`src/common/tcdt_regs.svh`:
```
// Timing constants for the Type-C CC/VBUS debounce timer block
`ifndef TCDT_REGS_SVH
`define TCDT_REGS_SVH
`define TCDT_CLK_KHZ        200000
`define TCDT_SRC_DEB_US     150000
`define TCDT_SNK_DEB_US     75000
`define TCDT_DET_DEB_US     15000
`define TCDT_ACC_DEB_US     100000
`define TCDT_REC_US         50000
`define TCDT_VON_NS         200000
`define TCDT_VOFF_US        15000
`define TCDT_GLITCH_NS      50
`define TCDT_CYC_US(t)      ((t) * (`TCDT_CLK_KHZ / 1000))
`define TCDT_CYC_NS(t)      (((t) * (`TCDT_CLK_KHZ / 1000) + 999) / 1000)
`define TCDT_DWELL_LSB      4
`define TCDT_DWELL_MSB      5
`define TCDT_FORCE_BIT      0
`define TCDT_MODE_RST       6'h04
`define TCDT_SNK_DW0_MS     35
`define TCDT_SNK_DW1_MS     30
`define TCDT_SNK_DW2_MS     25
`define TCDT_SNK_DW3_MS     20
`define TCDT_SRC_DW0_MS     15
`define TCDT_SRC_DW1_MS     20
`define TCDT_SRC_DW2_MS     25
`define TCDT_SRC_DW3_MS     30
`endif

```
`src/common/tcdt_pkg.sv`:
```
// Types for the Type-C debounce timer block
package tcdt_pkg;
  typedef enum logic [1:0] {
    TCDT_ROLE_SRC,
    TCDT_ROLE_SNK,
    TCDT_ROLE_ACC
  } tcdt_role_t;
  typedef enum logic [1:0] {
    TCDT_TOG_SNK,
    TCDT_TOG_SRC,
    TCDT_TOG_REC
  } tcdt_tog_t;
endpackage

```
`src/design/tcdt_debounce.sv`:
```
// Generic restartable debounce filter
`timescale 1ns/1ps
module tcdt_debounce
#(
  parameter int CW = 26
)
(
  input  wire logic          clk_i,
  input  wire logic          rst_i,
  input  wire logic          raw_i,
  input  wire logic [CW-1:0] rise_cyc_i,
  input  wire logic [CW-1:0] fall_cyc_i,
  output logic               level_o
);
  logic          level_reg;
  logic          level_next;
  logic [CW-1:0] cnt_reg;
  logic [CW-1:0] cnt_next;
  logic [CW-1:0] target;

  always_comb
  begin
    target     = raw_i ? rise_cyc_i : fall_cyc_i;
    level_next = level_reg;
    cnt_next   = '0;
    // Any change back to the held level restarts the count
    if (raw_i != level_reg)
    begin
      if (cnt_reg + CW'(1) >= target)
        level_next = raw_i;
      else
        cnt_next = cnt_reg + CW'(1);
    end
  end

  always_ff @(posedge clk_i)
  begin
    if (rst_i)
    begin
      level_reg <= 1'b0;
      cnt_reg   <= '0;
    end
    else
    begin
      level_reg <= level_next;
      cnt_reg   <= cnt_next;
    end
  end

  assign level_o = level_reg;

  property p_hold;
    @(posedge clk_i) disable iff (rst_i)
      (raw_i != level_reg) |=> (cnt_reg != '0) || (level_reg == $past(raw_i));
  endproperty
  a_hold : assert property (p_hold)
    else $error("debounce count failed to advance");
endmodule // tcdt_debounce

```
`src/design/tcdt_timers.sv`:
```
// Type-C CC/VBUS debounce, recovery and dual-role toggle timers
`timescale 1ns/1ps
`include "tcdt_regs.svh"
module tcdt_timers
  import tcdt_pkg::*;
#(
  parameter int CW        = 26,
  parameter int SRC_CYC   = `TCDT_CYC_US(`TCDT_SRC_DEB_US),
  parameter int SNK_CYC   = `TCDT_CYC_US(`TCDT_SNK_DEB_US),
  parameter int DET_CYC   = `TCDT_CYC_US(`TCDT_DET_DEB_US),
  parameter int ACC_CYC   = `TCDT_CYC_US(`TCDT_ACC_DEB_US),
  parameter int REC_CYC   = `TCDT_CYC_US(`TCDT_REC_US),
  parameter int VOFF_CYC  = `TCDT_CYC_US(`TCDT_VOFF_US),
  parameter int MS_CYC    = `TCDT_CYC_US(1000)
)
(
  input  wire logic       CLK_SYS_I,
  input  wire logic       RST_I,
  input  wire logic [1:0] CC_ROLE_I,
  input  wire logic       CC_ATTACH_RAW_I,
  input  wire logic       CC_ACC_RAW_I,
  input  wire logic       VBUS_RAW_I,
  input  wire logic [5:0] MODE_I,
  input  wire logic [7:0] CONTROL_I,
  input  wire logic [7:0] MANUAL_WR_I,
  input  wire logic       MANUAL_WE_I,
  input  wire logic       TOGGLE_EN_I,
  input  wire logic       SCL_I,
  input  wire logic       SDA_I,
  output logic            CC_ATTACHED_O,
  output logic            ACC_ATTACHED_O,
  output logic            VBUS_VALID_O,
  output logic            VBUS_VALID_IRQ_O,
  output logic            IN_RECOVERY_O,
  output logic            TOG_SOURCE_O,
  output logic            SCL_FILT_O,
  output logic            SDA_FILT_O
);
  // ****************************************************
  // Timing counts
  // ****************************************************
  localparam int VON_CYC = `TCDT_CYC_NS(`TCDT_VON_NS);
  localparam int GL_CYC  = `TCDT_CYC_NS(`TCDT_GLITCH_NS) + 1;

  logic [CW-1:0] cc_rise;
  logic          vbus_db;
  logic          vbus_db_reg;
  logic [1:0]    dwell_sel;
  logic [5:0]    mode_reg;
  logic          force_cmd;

  // ****************************************************
  // Debounce filters
  // ****************************************************
  always_comb
  begin
    case (CC_ROLE_I)
      TCDT_ROLE_SNK: cc_rise = CW'(SNK_CYC);
      default:       cc_rise = CW'(SRC_CYC);
    endcase
  end

  tcdt_debounce #(.CW(CW)) u_cc
  (
    .clk_i      (CLK_SYS_I),
    .rst_i      (RST_I),
    .raw_i      (CC_ATTACH_RAW_I),
    .rise_cyc_i (cc_rise),
    .fall_cyc_i (CW'(DET_CYC)),
    .level_o    (CC_ATTACHED_O)
  );

  tcdt_debounce #(.CW(CW)) u_acc
  (
    .clk_i      (CLK_SYS_I),
    .rst_i      (RST_I),
    .raw_i      (CC_ACC_RAW_I),
    .rise_cyc_i (CW'(ACC_CYC)),
    .fall_cyc_i (CW'(DET_CYC)),
    .level_o    (ACC_ATTACHED_O)
  );

  tcdt_debounce #(.CW(CW)) u_vbus
  (
    .clk_i      (CLK_SYS_I),
    .rst_i      (RST_I),
    .raw_i      (VBUS_RAW_I),
    .rise_cyc_i (CW'(VON_CYC)),
    .fall_cyc_i (CW'(VOFF_CYC)),
    .level_o    (vbus_db)
  );

  // Short glitch filters; a fixed delay of GL_CYC is the price of rejection
  logic [1:0] gl_in;
  logic [1:0] gl_out;
  assign gl_in = {SDA_I, SCL_I};
  for (genvar g = 0; g < 2; g++)
  begin : g_glitch
    tcdt_debounce #(.CW(4)) u_gl
    (
      .clk_i      (CLK_SYS_I),
      .rst_i      (RST_I),
      .raw_i      (gl_in[g]),
      .rise_cyc_i (4'(GL_CYC)),
      .fall_cyc_i (4'(GL_CYC)),
      .level_o    (gl_out[g])
    );
  end
  assign SCL_FILT_O = gl_out[0];
  assign SDA_FILT_O = gl_out[1];

  // ****************************************************
  // Recovery and dual-role toggle
  // ****************************************************
  tcdt_tog_t     st_reg;
  tcdt_tog_t     st_next;
  logic [CW-1:0] tcnt_reg;
  logic [CW-1:0] tcnt_next;
  logic [CW-1:0] snk_dwell;
  logic [CW-1:0] src_dwell;
  logic          irq_next;

  assign dwell_sel = CONTROL_I[`TCDT_DWELL_MSB:`TCDT_DWELL_LSB];
  // Self-clearing: acts only in the write cycle, never stored
  assign force_cmd = MANUAL_WE_I && MANUAL_WR_I[`TCDT_FORCE_BIT];

  // Midpoint of min..2*min is 1.5*min
  always_comb
  begin
    case (dwell_sel)
      2'h0:    snk_dwell = CW'(MS_CYC * `TCDT_SNK_DW0_MS * 3 / 2);
      2'h1:    snk_dwell = CW'(MS_CYC * `TCDT_SNK_DW1_MS * 3 / 2);
      2'h2:    snk_dwell = CW'(MS_CYC * `TCDT_SNK_DW2_MS * 3 / 2);
      default: snk_dwell = CW'(MS_CYC * `TCDT_SNK_DW3_MS * 3 / 2);
    endcase
    case (dwell_sel)
      2'h0:    src_dwell = CW'(MS_CYC * `TCDT_SRC_DW0_MS * 3 / 2);
      2'h1:    src_dwell = CW'(MS_CYC * `TCDT_SRC_DW1_MS * 3 / 2);
      2'h2:    src_dwell = CW'(MS_CYC * `TCDT_SRC_DW2_MS * 3 / 2);
      default: src_dwell = CW'(MS_CYC * `TCDT_SRC_DW3_MS * 3 / 2);
    endcase
  end

  always_comb
  begin
    st_next   = st_reg;
    tcnt_next = tcnt_reg + CW'(1);
    irq_next  = vbus_db && !vbus_db_reg;
    if (force_cmd || (MODE_I != mode_reg))
    begin
      st_next   = TCDT_TOG_REC;
      tcnt_next = '0;
    end
    else
    begin
      case (st_reg)
        TCDT_TOG_REC:
          if (tcnt_reg + CW'(1) >= CW'(REC_CYC))
          begin
            st_next   = TCDT_TOG_SNK;
            tcnt_next = '0;
          end
        TCDT_TOG_SNK:
          if (!TOGGLE_EN_I || CC_ATTACHED_O)
            tcnt_next = '0;
          else if (tcnt_reg + CW'(1) >= snk_dwell)
          begin
            st_next   = TCDT_TOG_SRC;
            tcnt_next = '0;
          end
        TCDT_TOG_SRC:
          if (!TOGGLE_EN_I)
          begin
            st_next   = TCDT_TOG_SNK;
            tcnt_next = '0;
          end
          else if (CC_ATTACHED_O)
            tcnt_next = '0;
          else if (tcnt_reg + CW'(1) >= src_dwell)
          begin
            st_next   = TCDT_TOG_SNK;
            tcnt_next = '0;
          end
        default:
        begin
          st_next   = TCDT_TOG_SNK;
          tcnt_next = '0;
        end
      endcase
    end
  end

  always_ff @(posedge CLK_SYS_I)
  begin
    if (RST_I)
    begin
      st_reg           <= TCDT_TOG_SNK;
      tcnt_reg         <= '0;
      mode_reg         <= `TCDT_MODE_RST;
      vbus_db_reg      <= 1'b0;
      VBUS_VALID_IRQ_O <= 1'b0;
    end
    else
    begin
      st_reg           <= st_next;
      tcnt_reg         <= tcnt_next;
      mode_reg         <= MODE_I;
      vbus_db_reg      <= vbus_db;
      VBUS_VALID_IRQ_O <= irq_next;
    end
  end

  assign VBUS_VALID_O  = vbus_db;
  assign IN_RECOVERY_O = (st_reg == TCDT_TOG_REC);
  assign TOG_SOURCE_O  = (st_reg == TCDT_TOG_SRC);

  // ****************************************************
  // Assertions
  // ****************************************************
  property p_force_rec;
    @(posedge CLK_SYS_I) disable iff (RST_I) force_cmd |=> IN_RECOVERY_O;
  endproperty
  a_force_rec : assert property (p_force_rec)
    else $error("force command did not enter recovery");

  property p_mode_rec;
    @(posedge CLK_SYS_I) disable iff (RST_I)
      (MODE_I != mode_reg) |=> IN_RECOVERY_O && tcnt_reg == '0;
  endproperty
  a_mode_rec : assert property (p_mode_rec)
    else $error("mode change did not restart recovery");

  property p_rec_len;
    @(posedge CLK_SYS_I) disable iff (RST_I)
      (IN_RECOVERY_O && tcnt_reg < CW'(REC_CYC - 1)) |=> IN_RECOVERY_O;
  endproperty
  a_rec_len : assert property (p_rec_len)
    else $error("recovery left early");

  property p_snk_dwell;
    @(posedge CLK_SYS_I) disable iff (RST_I)
      ($rose(TOG_SOURCE_O)) |-> $past(tcnt_reg) + CW'(1) == $past(snk_dwell);
  endproperty
  a_snk_dwell : assert property (p_snk_dwell)
    else $error("sink dwell length wrong");

  property p_src_dwell;
    @(posedge CLK_SYS_I) disable iff (RST_I)
      ($fell(TOG_SOURCE_O) && !IN_RECOVERY_O && $past(TOGGLE_EN_I))
        |-> $past(tcnt_reg) + CW'(1) == $past(src_dwell);
  endproperty
  a_src_dwell : assert property (p_src_dwell)
    else $error("source dwell length wrong");

  property p_irq;
    @(posedge CLK_SYS_I) disable iff (RST_I)
      $rose(vbus_db) |=> VBUS_VALID_IRQ_O ##1 !VBUS_VALID_IRQ_O;
  endproperty
  a_irq : assert property (p_irq)
    else $error("vbus valid interrupt not one pulse");

  property p_vbus_stable;
    @(posedge CLK_SYS_I) disable iff (RST_I)
      $rose(vbus_db) |-> $past(VBUS_RAW_I, 1) && $past(VBUS_RAW_I, 8);
  endproperty
  a_vbus_stable : assert property (p_vbus_stable)
    else $error("vbus reported without stable presence");

  property p_cc_stable;
    @(posedge CLK_SYS_I) disable iff (RST_I)
      $rose(CC_ATTACHED_O) |-> $past(CC_ATTACH_RAW_I, 8);
  endproperty
  a_cc_stable : assert property (p_cc_stable)
    else $error("attach accepted without stable cc");

  property p_detach;
    @(posedge CLK_SYS_I) disable iff (RST_I)
      $fell(CC_ATTACHED_O) |-> !$past(CC_ATTACH_RAW_I, 8);
  endproperty
  a_detach : assert property (p_detach)
    else $error("detach declared without stable removal");

  c_rec    : cover property (@(posedge CLK_SYS_I) $fell(IN_RECOVERY_O));
  c_toggle : cover property (@(posedge CLK_SYS_I) $rose(TOG_SOURCE_O));
  c_attach : cover property (@(posedge CLK_SYS_I) $rose(CC_ATTACHED_O));
  c_vbus   : cover property (@(posedge CLK_SYS_I) VBUS_VALID_IRQ_O);
endmodule // tcdt_timers

```
`config.mk`:
```
export PLATFORM = sky130hd
export DESIGN_NAME = tcdt_timers
export DESIGN_NICKNAME = d
export VERILOG_FILES = /design/src/common/tcdt_pkg.sv /design/src/design/tcdt_debounce.sv /design/src/design/tcdt_timers.sv
export VERILOG_INCLUDE_DIRS = /design/src /design/src/common
export SDC_FILE = /design/constraint.sdc
export NUM_CORES = 1
export LEC_CHECK = 0
export ABC_AREA = 0
export BUFFER_PORTS_ARGS = -buffer_cell sky130_fd_sc_hd__buf_2
export CORE_MARGIN = 1
export CORE_UTILIZATION = 32
export DETAILED_ROUTE_END_ITERATION = 10
export GPL_TIMING_DRIVEN = 0
export PLACE_DENSITY = 0.57
export SYNTH_ARGS = -nofsm -noshare
export SYNTH_HDL_FRONTEND = slang
export SYNTH_SLANG_ARGS = --single-unit
```
`constraint.sdc`:
```
create_clock -name CLK_SYS_I -period 9.2 [get_ports CLK_SYS_I]
set_input_delay 1.84 -clock CLK_SYS_I [delete_from_list [all_inputs] [get_ports CLK_SYS_I]]
set_output_delay 1.84 -clock CLK_SYS_I [all_outputs]
set_load 0.01 [all_outputs]
```
==> results of run 1 <==
-- where the power goes --
part	internal (mW)	leakage (nW)	total (mW)	switching [mW]
Sequential	0.556	1.03	0.561	0.00455
Clock	0.429	0.291	0.702	0.273
Combinational	0.0261	2.32	0.0665	0.0404
-- routing by layer --
| metal | vias to the layer above | part of all wire (%) | global-route usage [%] |
|---|---|---|---|
| li1 | 3348 | - | - |
| met1 | 2970 | 51 | 19.4 |
| met2 | 90 | 45 | 22.3 |
| met3 | 18 | 2.9 | 3.16 |
| met4 | 0 | 1.2 | 4.41 |
| met5 | - | 0 | 0 |
-- cells by family after synthesis --
| kind of cell | after synthesis |
|---|---|
| buffers and inverters | 62 |
| adders and majority gates | 79 |
| other | 1 |
| DFF | 127 |
| xor gates and xnor gates | 107 |
| muxes | 7 |
| and+or+nand+nor | 376 |
| AOI/OAI and AO/OA | 147 |
-- stage by stage --
step,instances,cell area [um^2],hold WS (ns)
6_report,1295,9040,0.385
3_3_place_gp,1263,8430,0.380
4_1_cts,1295,9040,0.391
5_1_grt,1295,9040,0.402
3_5_place_dp,1263,8430,0.378
2_1_floorplan,913,7890,0.368
-- cell type report --
class / count / area, um^2 / area share, %
Timing Repair Buffer: 26 / 130 / 1.44
Inverter: 35 / 131 / 1.45
Clock inverter: 15 / 184 / 2.04
Multi-Input combinational cell: 724 / 5090 / 56.3
Tap cell: 324 / 405 / 4.49
Buffer: 27 / 130 / 1.44
Sequential cell: 127 / 2540 / 28.1
Clock buffer: 17 / 425 / 4.71
-- final timing paths --
| path | from | to | slack [ns] | cells past startpoint |
|---|---|---|---|---|
| hold / removal | vbus_db_reg | VBUS_VALID_IRQ_O | 0.38 | 1 |
| setup / recovery | CONTROL_I[4] | tcnt_reg[15] | 4.10 | 15 |
| setup reg to reg | tcnt_reg[1] | tcnt_reg[15] | 4.28 | 16 |
| hold reg to reg | vbus_db_reg | VBUS_VALID_IRQ_O | 0.38 | 1 |
-- placed cells by master, fill, tap and decap left out, types with 5 or more instances in the layout --
cell type | Yosys | routed
and3_1 | 21 | 21
a211oi_1 | 5 | 5
nand4_1 | 30 | 30
xnor2_1 | 64 | 64
clkbuf_1 | 12 | 12
xor2_1 | 43 | 43
buf_2 | 10 | 36
nor4_1 | 8 | 8
o2111ai_1 | 5 | 5
dfxtp_1 | 127 | 127
a21o_1 | 9 | 9
nor2b_1 | 51 | 51
nand3_1 | 60 | 60
o21a_1 | 8 | 8
mux2i_1 | 5 | 5
nand2_1 | 55 | 55
or2_2 | 5 | 5
nor4_2 | 5 | 5
ha_1 | 79 | 79
a21oi_1 | 33 | 33
or4_1 | 5 | 5
inv_1 | 35 | 35
a21boi_1 | 12 | 12
o21ai_0 | 19 | 19
nor2_1 | 89 | 89
conb_1 | 1 | 8
nor3_1 | 20 | 20
clkbuf_16 | 0 | 17
-- worst register-to-register path, cell delays in order, from the launching register on --
cell and delay, ns:
dfxtp_1 0.43, ha_1 0.18, clkbuf_1 0.26, nand2_1 0.26, nor4_4 0.33, clkbuf_1 0.45
nand3_1 0.16, xnor2_1 0.18, ha_1 0.37, nand4_1 0.15, nor2_1 0.21, nand2_1 0.11
a311o_1 0.36, o311a_1 0.14, o211ai_1 0.64, clkbuf_1 0.43, a21boi_1 0.14
==> impl_results.md, run 1 <==
* Status: complete, no violations
* Hold Buf Count CTS at 0
* Top cells by area, synth: dfxtp_1, ha_1, xnor2_1
* Layout area overhead at 14.9%
* CTS resizes at 0
* Initial antenna violation count at 0
* Hpwl dp at 13,100 um
* Critical Path, Cell by Cell: buf_2 -> inv_1 -> ha_1 -> o21ai_0 -> inv_1 -> ha_1 -> nor2b_1 -> a221oi_1 -> o21ai_0 -> nand2_1 -> a311o_1 -> o311a_1 -> o211ai_1 -> clkbuf_1 -> a21boi_1
* DP Worst Slack at 3.81 ns
* Synth top area share at 32.3%
* Post-Syn Area at 7870 um^2
* Post-route ant nets at 0
* Worst setup EP type: flop
* Io pins at 41
* Power Total at 1.33 mW
* CTS tree: yes
* Most frequent cells after synthesis: dfxtp_1, nor2_1, ha_1
* Wire per inst at 13.5 um
* Worst vdd ir at 0.000111 V
* Post-synthesis adder-cell area fraction at 12.6%
* Compound-gate portion of the synthesized area at 13.4%
* Mux contribution to synthesized area at 0.923%
* Clk sinks at 127
* Fmax achieved at 196 MHz
* RSZ-0062 raised after global routing: no
* Routed Wire Length at 17,400 um
* Ys async rst share at 0%
* Global-route wire length before repair at 29,400 um
* Clock skew at 0.00728 ns
* Layout cells sized above 1 at 9.78%
* Initial core utilization at 32.4%
* Min Tclk post-route at 5.10 ns
* Vias in the first global route at 6,009
* CTS max path bufs at 2
* Synth Area in XOR/XNOR at 11.9%
* DRC Markers at 0
* 1st-iter DRT viols at 293
* Tot GR Track Use at 14.3%
* Slew @ Worst Pin at 0.800 ns
* Final period util at 55.4%
* Post-route setup slack at 4.10 ns
* Leak at 3.64 nW
* Dominant cell type by area after synthesis: dfxtp_1
* Worst-skew pair later-pin latency at 0.42 ns
* Required time of the critical path at 9.49 ns
* CP startpoint kind: input pin
* Sequential fraction of the synthesis area at 32.3%
* Critical path buffers and inverters at 4
* # rows at 57
* Largest family of logic cells by synthesized area: simple AND/OR/NAND/NOR gates
* Fin. Hold Viols at 0
* Hold Crit Class: reg2reg
* Post-synth EDFFs at 0
* Clk slew on worst S/H paths at 0.06 ns
* Inserted Clock Buffers at 17
* Critical path class: in2reg
* Fin. max-slew vios at 0
* Total negative slack at 0 ns
* Port bufs at 26
* Syn Inst Count at 906
* Root Driver: clkbuf_16
* Syn Area/Cell at 8.68 um^2
* Worst EP arrival at 5.38 ns
* Synthesis-stage register bit count at 127
* Nets at 1,070
* CP max FO at 10
* Crit-path max cell delay at 0.64 ns
* Top-count cell post-synth: dfxtp_1
* Slowest CP cell: o211ai_1
* Setup Buffers After CTS at 0
* # setup viols final at 0
* Pwr Density at 147 nW/um^2
* Slew Limit Headroom at 46.2%
* YS warnings at 0
* Post-Synth Simple-Gate Area at 25.5%
* Ys flop type: dfxtp_1
* Core Box Area at 24,200 um^2
* Cell family with most CP delay: compound AO/OA/AOI/OAI gates
* Die width at 159 um
* Routability cong. at 0.828
* Post-synthesis cell type count at 72
* Via count at 6,426
* Max Cap Viol at 0
* # fillers at 2,549
* Vias/cell at 4.96
* GRT overflow at 0
* Final core utilization at 37.3%
* Largest net degree at the start of global routing at 17
* DRT Pass-1 Iters at 5
* H-tree depth at 4
* Die outline area at 25,200 um^2
* Inserted Diodes at 0
* Die height at 159 um
(Power assumes the default switching activity.)
==> run 2: changes to the inputs <==
- ABC_AREA: 0 -> 1
- clock period: 9.2 -> 5.2 ns (I/O delays scaled with it)
==> run 2 against run 1 <==
Net effect: non-clock buffer count decreased by 17; clock skew increased by 0.0021 ns; combinational power increased by 100%; critical path depth increased by 6; via count increased by 24%; synthesized cell count increased by 47%; worst hold slack improved by 0.0062 ns; final area increased by 11%; global-route usage increased by 1.1 points; highest routed layer unchanged.
==> impl_results.md, run 2 <==
* Via count at 7,949 (+24%)
* Initial core utilization at 32.6% (+0.18 points)
* Hold Crit Class: reg2reg
* Internal power at 1.82 mW (+80%)
* GRT overflow at 0 (unchanged)
* CP max FO at 10 (unchanged)
* Critical path buffers and inverters at 2 (-2)
* Post-synthesis adder-cell area fraction at 11.2% (-1.3 points)
* Fin. Hold Viols at 0 (unchanged)
* Synthesis-stage register bit count at 127 (unchanged)
* RR Endpoint: u_cc.cnt_reg[18]
* Core Box Area at 27,000 um^2 (+11%)
* # setup viols final at 0 (unchanged)
* Sequential power share at 41.9% (-0.3 points)
* DRT Pass-1 Iters at 5 (unchanged)
* Vias in the first global route at 7,364 (+23%)
* Max Cap Viol at 0 (unchanged)
* CTS tree: yes
* Wire per inst at 12.0 um (-11%)
* Ys flop type: dfxtp_1
* Hpwl dp at 16,600 um (+26%)
* Syn Area/Cell at 6.61 um^2 (-24%)
* Leak at 4.49 nW (+23%)
* Ys async rst share at 0% (unchanged)
* R2R setup slack at 1.31 ns (-2.97 ns)
* Inserted Clock Buffers at 17 (unchanged)
* Fin. max-slew vios at 0 (unchanged)
* Compound-gate portion of the synthesized area at 4.30% (-9.1 points)
* Critical path class: reg2reg
* Final core utilization at 37.1% (-0.20 points)
* Slowest CP cell: dfxtp_1
* Root Driver: clkbuf_16
* P_sw at 0.552 mW (+74%)
* Worst hold path cell count at 1 (unchanged)
* Worst Hold Launch: vbus_db_reg
* Nets at 1,495 (+40%)
* Synth Area in XOR/XNOR at 7.37% (-4.5 points)
* Inserted Diodes at 0 (unchanged)
* Vias/cell at 4.58 (-7.8%)
* Comb power frac at 5.7% (+0.7 points)
* Total negative slack at 0 ns (unchanged)
* Dominant cell type by area after synthesis: dfxtp_1
* # rows at 60 (+5.3%)
* Min Tclk post-route at 3.89 ns
* Clock skew at 0.00943 ns (+0.00214 ns)
* Non-filler instance count after layout at 1,737 (+34%)
* Global-route wire length before repair at 34,800 um (+18%)
* Worst setup EP type: flop
* Status: complete, no violations
* Synth top area share at 28.9% (-3.4 points)
* Die width at 168 um (+5.6%)
* Clock power frac at 52.4% (-0.4 points)
* RSZ-0062 raised after global routing: no
* Syn Inst Count at 1,330 (+47%)
* Routed Wire Length at 20,800 um (+19%)
* Worst r2r src: u_cc.cnt_reg[0]
* Clk slew on worst S/H paths at 0.06 ns (about the same)
* Worst-skew pair later-pin latency at 0.42 ns (about the same)
* Port bufs at 27 (+3.8%)
* Pwr Density at 238 nW/um^2 (+62%)
* Post-synth EDFFs at 0 (unchanged)
* Crit-path max cell delay at 0.46 ns (-0.18 ns)
* Io pins at 41 (unchanged)
* Most frequent cells in the layout: nand2_1, nor2_1, inv_1, dfxtp_1, ha_1
* Required time of the critical path at 5.51 ns (-3.98 ns)
* H-tree depth at 4 (unchanged)
* Mux contribution to synthesized area at 0% (-0.92 points)
* Hold Buf Count CTS at 0 (unchanged)
* CTS resizes at 0 (unchanged)
* Tot GR Track Use at 15.4% (+1.1 points)
* Post-Syn Area at 8790 um^2 (+12%)
* Most common cell after layout, fill and taps aside: nand2_1
* Post-Synth Simple-Gate Area at 37.6% (+12 points)
* Die height at 168 um (+5.6%)
* Worst Setup SP: u_cc.cnt_reg[0]
* Largest family of logic cells by synthesized area: simple AND/OR/NAND/NOR gates
* Largest net degree at the start of global routing at 17 (unchanged)
* DRC Markers at 0 (unchanged)
* Critical Path, Cell by Cell: ha_1 -> nand2_1 -> nor2_2 -> nand2_1 -> inv_1 -> nand3_1 -> nor2_1 -> nand3_1 -> nor4_2 -> nand3_1 -> xnor2_1 -> ha_1 -> nand3_1 -> nor2_1 -> and2_1 -> nand3_1 -> nand3_1 -> nor2_2 -> nand2_2 -> buf_6 -> nor2_1
* R2R depth at 21 (+5)
* Initial antenna violation count at 0 (unchanged)
* Top-count cell post-synth: nand2_1
* Die outline area at 28,100 um^2 (+12%)
* Cells after DPL at 1,705 (+35%)
* Final period util at 74.8%
* Cell family with most CP delay: simple AND/OR/NAND/NOR gates
* Worst vdd ir at 0.000174 V (+57%)
* Setup Buffers After CTS at 0 (unchanged)
* Post-route ant nets at 0 (unchanged)
* CTS max path bufs at 2 (unchanged)
* Layout area overhead at 13.6%
* Worst EP arrival at 4.20 ns (-1.18 ns)
* Switching Share at 23.3% (-0.67 points)
* Most frequent cells after synthesis: nand2_1, nor2_1, inv_1
* Crit path top cell by count: nand3_1
* Clk sinks at 127 (unchanged)
* 1st-iter DRT viols at 434 (+48%)
* Layout cells sized above 1 at 8.52% (-1.3 points)
* Sequential fraction of the synthesis area at 28.9% (-3.4 points)
* Top cells by area, synth: dfxtp_1, nand2_1, ha_1
* Slew Limit Headroom at 49.9% (+3.7 points)
* WHS Endpoint: VBUS_VALID_IRQ_O
* YS warnings at 0 (unchanged)
* Routability cong. at 0.869 (+4.9%)
* Slew @ Worst Pin at 0.751 ns (-0.0490 ns)
* Post-synthesis cell type count at 38 (-47%)
* Fmax achieved at 257 MHz
* CP startpoint kind: flop
run 2: cell type report:
class                   instances  area [um^2]
clock inverters                10          135
repair buffers                 27          135
inverters                     221          830
plain buffers                   9         93.8
multi-input cells             980         5350
flip-flops and latches        127         2540
fillers                      2898        17000
clock buffers                  22          474
well taps                     341          427
run 2: worst max path at each step:
stage                  endpoint  slack (ns)  depth (start not counted)
6_report       u_cc.cnt_reg[18]        1.31                         21
5_1_grt            tcnt_reg[11]        0.97                         22
4_1_cts        u_cc.cnt_reg[18]        1.34                         21
3_5_place_dp       tcnt_reg[14]        1.14                         19
3_3_place_gp       tcnt_reg[14]        1.14                         19
2_1_floorplan      tcnt_reg[11]        2.01                         24
run 2: per-stage QoR:
stage	setup WS, ns	cell area, um^2	power, mW	hold WS [ns]
after floorplan	2.01	8820	1.11	0.376
after CTS	1.34	9990	2.41	0.396
after global routing	0.966	9990	2.47	0.414
after detailed placement	1.14	9380	1.15	0.393
final	1.31	9990	2.37	0.391
after global placement	1.14	9380	1.15	0.388
run 2: power groups by stage:
stage / clock network, mW / logic (mW) / registers (mW)
floorplan: 0 / 0.0917 / 1.01
global placement: 0 / 0.135 / 1.02
detailed placement: 0 / 0.138 / 1.02
CTS: 1.28 / 0.139 / 0.994
global route: 1.32 / 0.157 / 0.995
finish: 1.24 / 0.136 / 0.994
run 2: kinds of logic after synthesis:
logic type,after synthesis
AND/OR/NAND/NOR,753
flip-flops,127
adder cells (fa/ha/maj),79
other,1
buffers and inverters,230
AO/OA/AOI/OAI,66
XOR/XNOR,74
run 2: metal layers:
metal	global-route usage (%)	share of wire [%]
met2	24.2	43
met3	2.88	3.4
met5	0	0
met4	4.07	1.1
met1	21.3	52
==> run 3: changes to the inputs <==
- ABC_AREA: 1 -> 0
- PLACE_DENSITY: 0.57 -> 0.59
- clock period: 5.2 -> 3.3 ns (I/O delays scaled with it)
==> run 3 against run 2 <==
Net effect: the run now ends with setup timing left; sequential power rose by 56%; clock skew grew 0.0018 ns; count of clock-buffer cells in the layout fell by 3; die area is 10% lower; global-route usage is 0.25 points lower; final area is 5.8% higher; critical path type unchanged; highest routed layer unchanged.
==> impl_results.md, run 3 (same netlist as run 1, synthesis figures left out) <==
* Status: complete, but fails checks
* Violated checks: setup timing
* Clk sinks at 127 (unchanged)
* Clk slew on worst S/H paths at 0.06 ns (about the same)
* Vias in the first global route at 6,536 (-11%)
* Tot GR Track Use at 15.1% (-0.25 points)
* # setup viols final at 24 (+24)
* GRT overflow at 0 (unchanged)
* DP Area at 8510 um^2 (-9.3%)
* Final instance area at 10,600 um^2 (+5.8%)
* Final period util at 105% (+30 points)
* Max Cap Viol at 0 (unchanged)
* Nets at 1,139 (-24%)
* Worst hold margin at 0.395 ns (+0.00417 ns)
* Global-route wire length before repair at 31,400 um (-9.6%)
* Largest net degree at the start of global routing at 17 (unchanged)
* Worst setup EP type: flop
* # fillers at 2,344 (-19%)
* Most common cell after layout, fill and taps aside: dfxtp_1
* Cells after DPL at 1,263 (-26%)
* CTS max path bufs at 2 (unchanged)
* Via count at 6,966 (-12%)
* Vias/cell at 5.11 (+12%)
* Routed Wire Length at 19,400 um (-6.6%)
* DRC Markers at 0 (unchanged)
* Inserted Clock Buffers at 17 (unchanged)
* Worst EP arrival at 3.77 ns (-0.43 ns)
* Slew @ Worst Pin at 0.678 ns (-0.0735 ns)
* Die width at 159 um (-5.3%)
* Layout cells sized above 1 at 29.5% (+21 points)
* Critical path class: reg2reg
* Wire per inst at 14.3 um (+19%)
* Required time of the critical path at 3.59 ns (-1.92 ns)
* Fin. Hold Viols at 0 (unchanged)
* Root Driver: clkbuf_16
* CP max FO at 6 (-4)
* Port bufs at 26 (-3.7%)
* Pwr Density at 334 nW/um^2 (+41%)
* Post-route setup slack at -0.170 ns (-1.48 ns)
* Non-filler instance count after layout at 1,363 (-22%)
* Area of the multi-input gates at 5890 um^2 (+10%)
* Inserted Diodes at 0 (unchanged)
* Fin. max-slew vios at 0 (unchanged)
* Hpwl dp at 13,000 um (-22%)
* R2R setup slack at -0.17 ns (-1.48 ns)
* Io pins at 41 (unchanged)
* CTS tree: yes
* # rows at 57 (-5.0%)
* Post-route ant nets at 0 (unchanged)
* Fmax achieved at 288 MHz (+12%)
* Initial core utilization at 32.4% (-0.18 points)
* Die height at 159 um (-5.3%)
* 1st-iter DRT viols at 348 (-20%)
* CP startpoint kind: flop
* Die outline area at 25,200 um^2 (-10%)
* Clock skew at 0.0112 ns (+0.00179 ns)
* Worst-skew pair later-pin latency at 0.42 ns (about the same)
* Leak at 4.41 nW (-1.7%)
* DRT Pass-1 Iters at 5 (unchanged)
* Routability cong. at 0.804 (-7.4%)
* Initial antenna violation count at 0 (unchanged)
* Power Total at 3.53 mW (+49%)
* Core Box Area at 24,200 um^2 (-10%)
* Slew Limit Headroom at 54.3% (+4.4 points)
* Layout area overhead at 34.4%
* H-tree depth at 4 (unchanged)
* Storage element area at 2620 um^2 (+3.0%)
* Hold Crit Class: reg2reg
* Worst vdd ir at 0.000275 V (+58%)
* Min Tclk post-route at 3.47 ns (-0.420 ns)
* Most frequent cells in the layout: dfxtp_1, nor2_1, ha_1, buf_4
* Hold Buf Count CTS at 0 (unchanged)
* RSZ-0062 raised after global routing: yes
==> run 3: cell types whose count changed in the layout (fill, tap and decap cells not counted), moves of 30 or more <==
cell	delta
nor2_1	-146
inv_1	-187
nand2_1	-260
nor2_2	-30
nor2b_1	+50
dfxtp_1	-33
buf_4	+65
==> run 3: timing repair <==
action | 4_1_cts | 5_1_grt
resized for setup | 97 | 135
gates cloned | 2 | 0
setup endpoints to repair | 97 | 96
buffers inserted | 37 | 31
pin swaps | 33 | 48
==> run 3: layout make-up <==
| type | instances | share of cell area (%) |
|---|---|---|
| multi-input cells | 724 | 55.8 |
| clock inverters | 12 | 1.05 |
| repair buffers | 96 | 6.75 |
| inverters | 35 | 1.24 |
| well taps | 324 | 3.83 |
| plain buffers | 26 | 2.40 |
| flip-flops and latches | 127 | 24.8 |
| clock buffers | 19 | 4.19 |
==> run 3: critical path, stage by stage, from the launching register on <==
cell and delay, ns:
dfxtp_2 0.32, buf_6 0.11, nand4_4 0.14, or4_4 0.63
nor2b_4 0.15, nand2_2 0.09, xor2_4 0.21, inv_2 0.08
ha_4 0.27, nand4_1 0.13, nor2_1 0.12, nand3_1 0.12
o311a_1 0.39, o211ai_1 0.19, buf_6 0.19, clkbuf_16 0.16
a21oi_2 0.05
==> run 3: where the power goes <==
| group | leakage [nW] | internal [mW] | switching [mW] |
|---|---|---|---|
| Sequential | 1.05 | 1.54 | 0.0137 |
| Combinational | 3.10 | 0.0866 | 0.119 |
| Clock | 0.266 | 1.05 | 0.721 |
==> run 3: through the flow <==
step                utilization (%)  setup WS (ns)  TNS [ns]
global placement               35.1         -0.948    -51.67
CTS                            40.4         -0.106     -2.21
global route                   43.6         -0.301     -7.33
detailed placement             35.1         -0.949    -51.86
finish                         43.6         -0.170     -3.18
floorplan                         -        -0.0248    -0.292
==> run 3: path summary, 6_finish.rpt <==
kind,depth (start not counted),endpoint,start
worst min register to register,1,VBUS_VALID_IRQ_O,vbus_db_reg
worst max register to register,16,tcnt_reg[5],tcnt_reg[5]
worst min-delay path,1,VBUS_VALID_IRQ_O,vbus_db_reg
worst max-delay path,16,tcnt_reg[5],tcnt_reg[5]
==> run 3: metal layers <==
layer | track usage (%) | share of wire, % | wire length (um) | vias up
met5 | 0 | 0 | 0 | -
met4 | 5.30 | 1.6 | 312 | 0
met3 | 3.24 | 3.1 | 609 | 26
met2 | 24.5 | 47 | 9220 | 114
met1 | 19.7 | 48 | 9300 | 3338
li1 | - | - | - | 3488
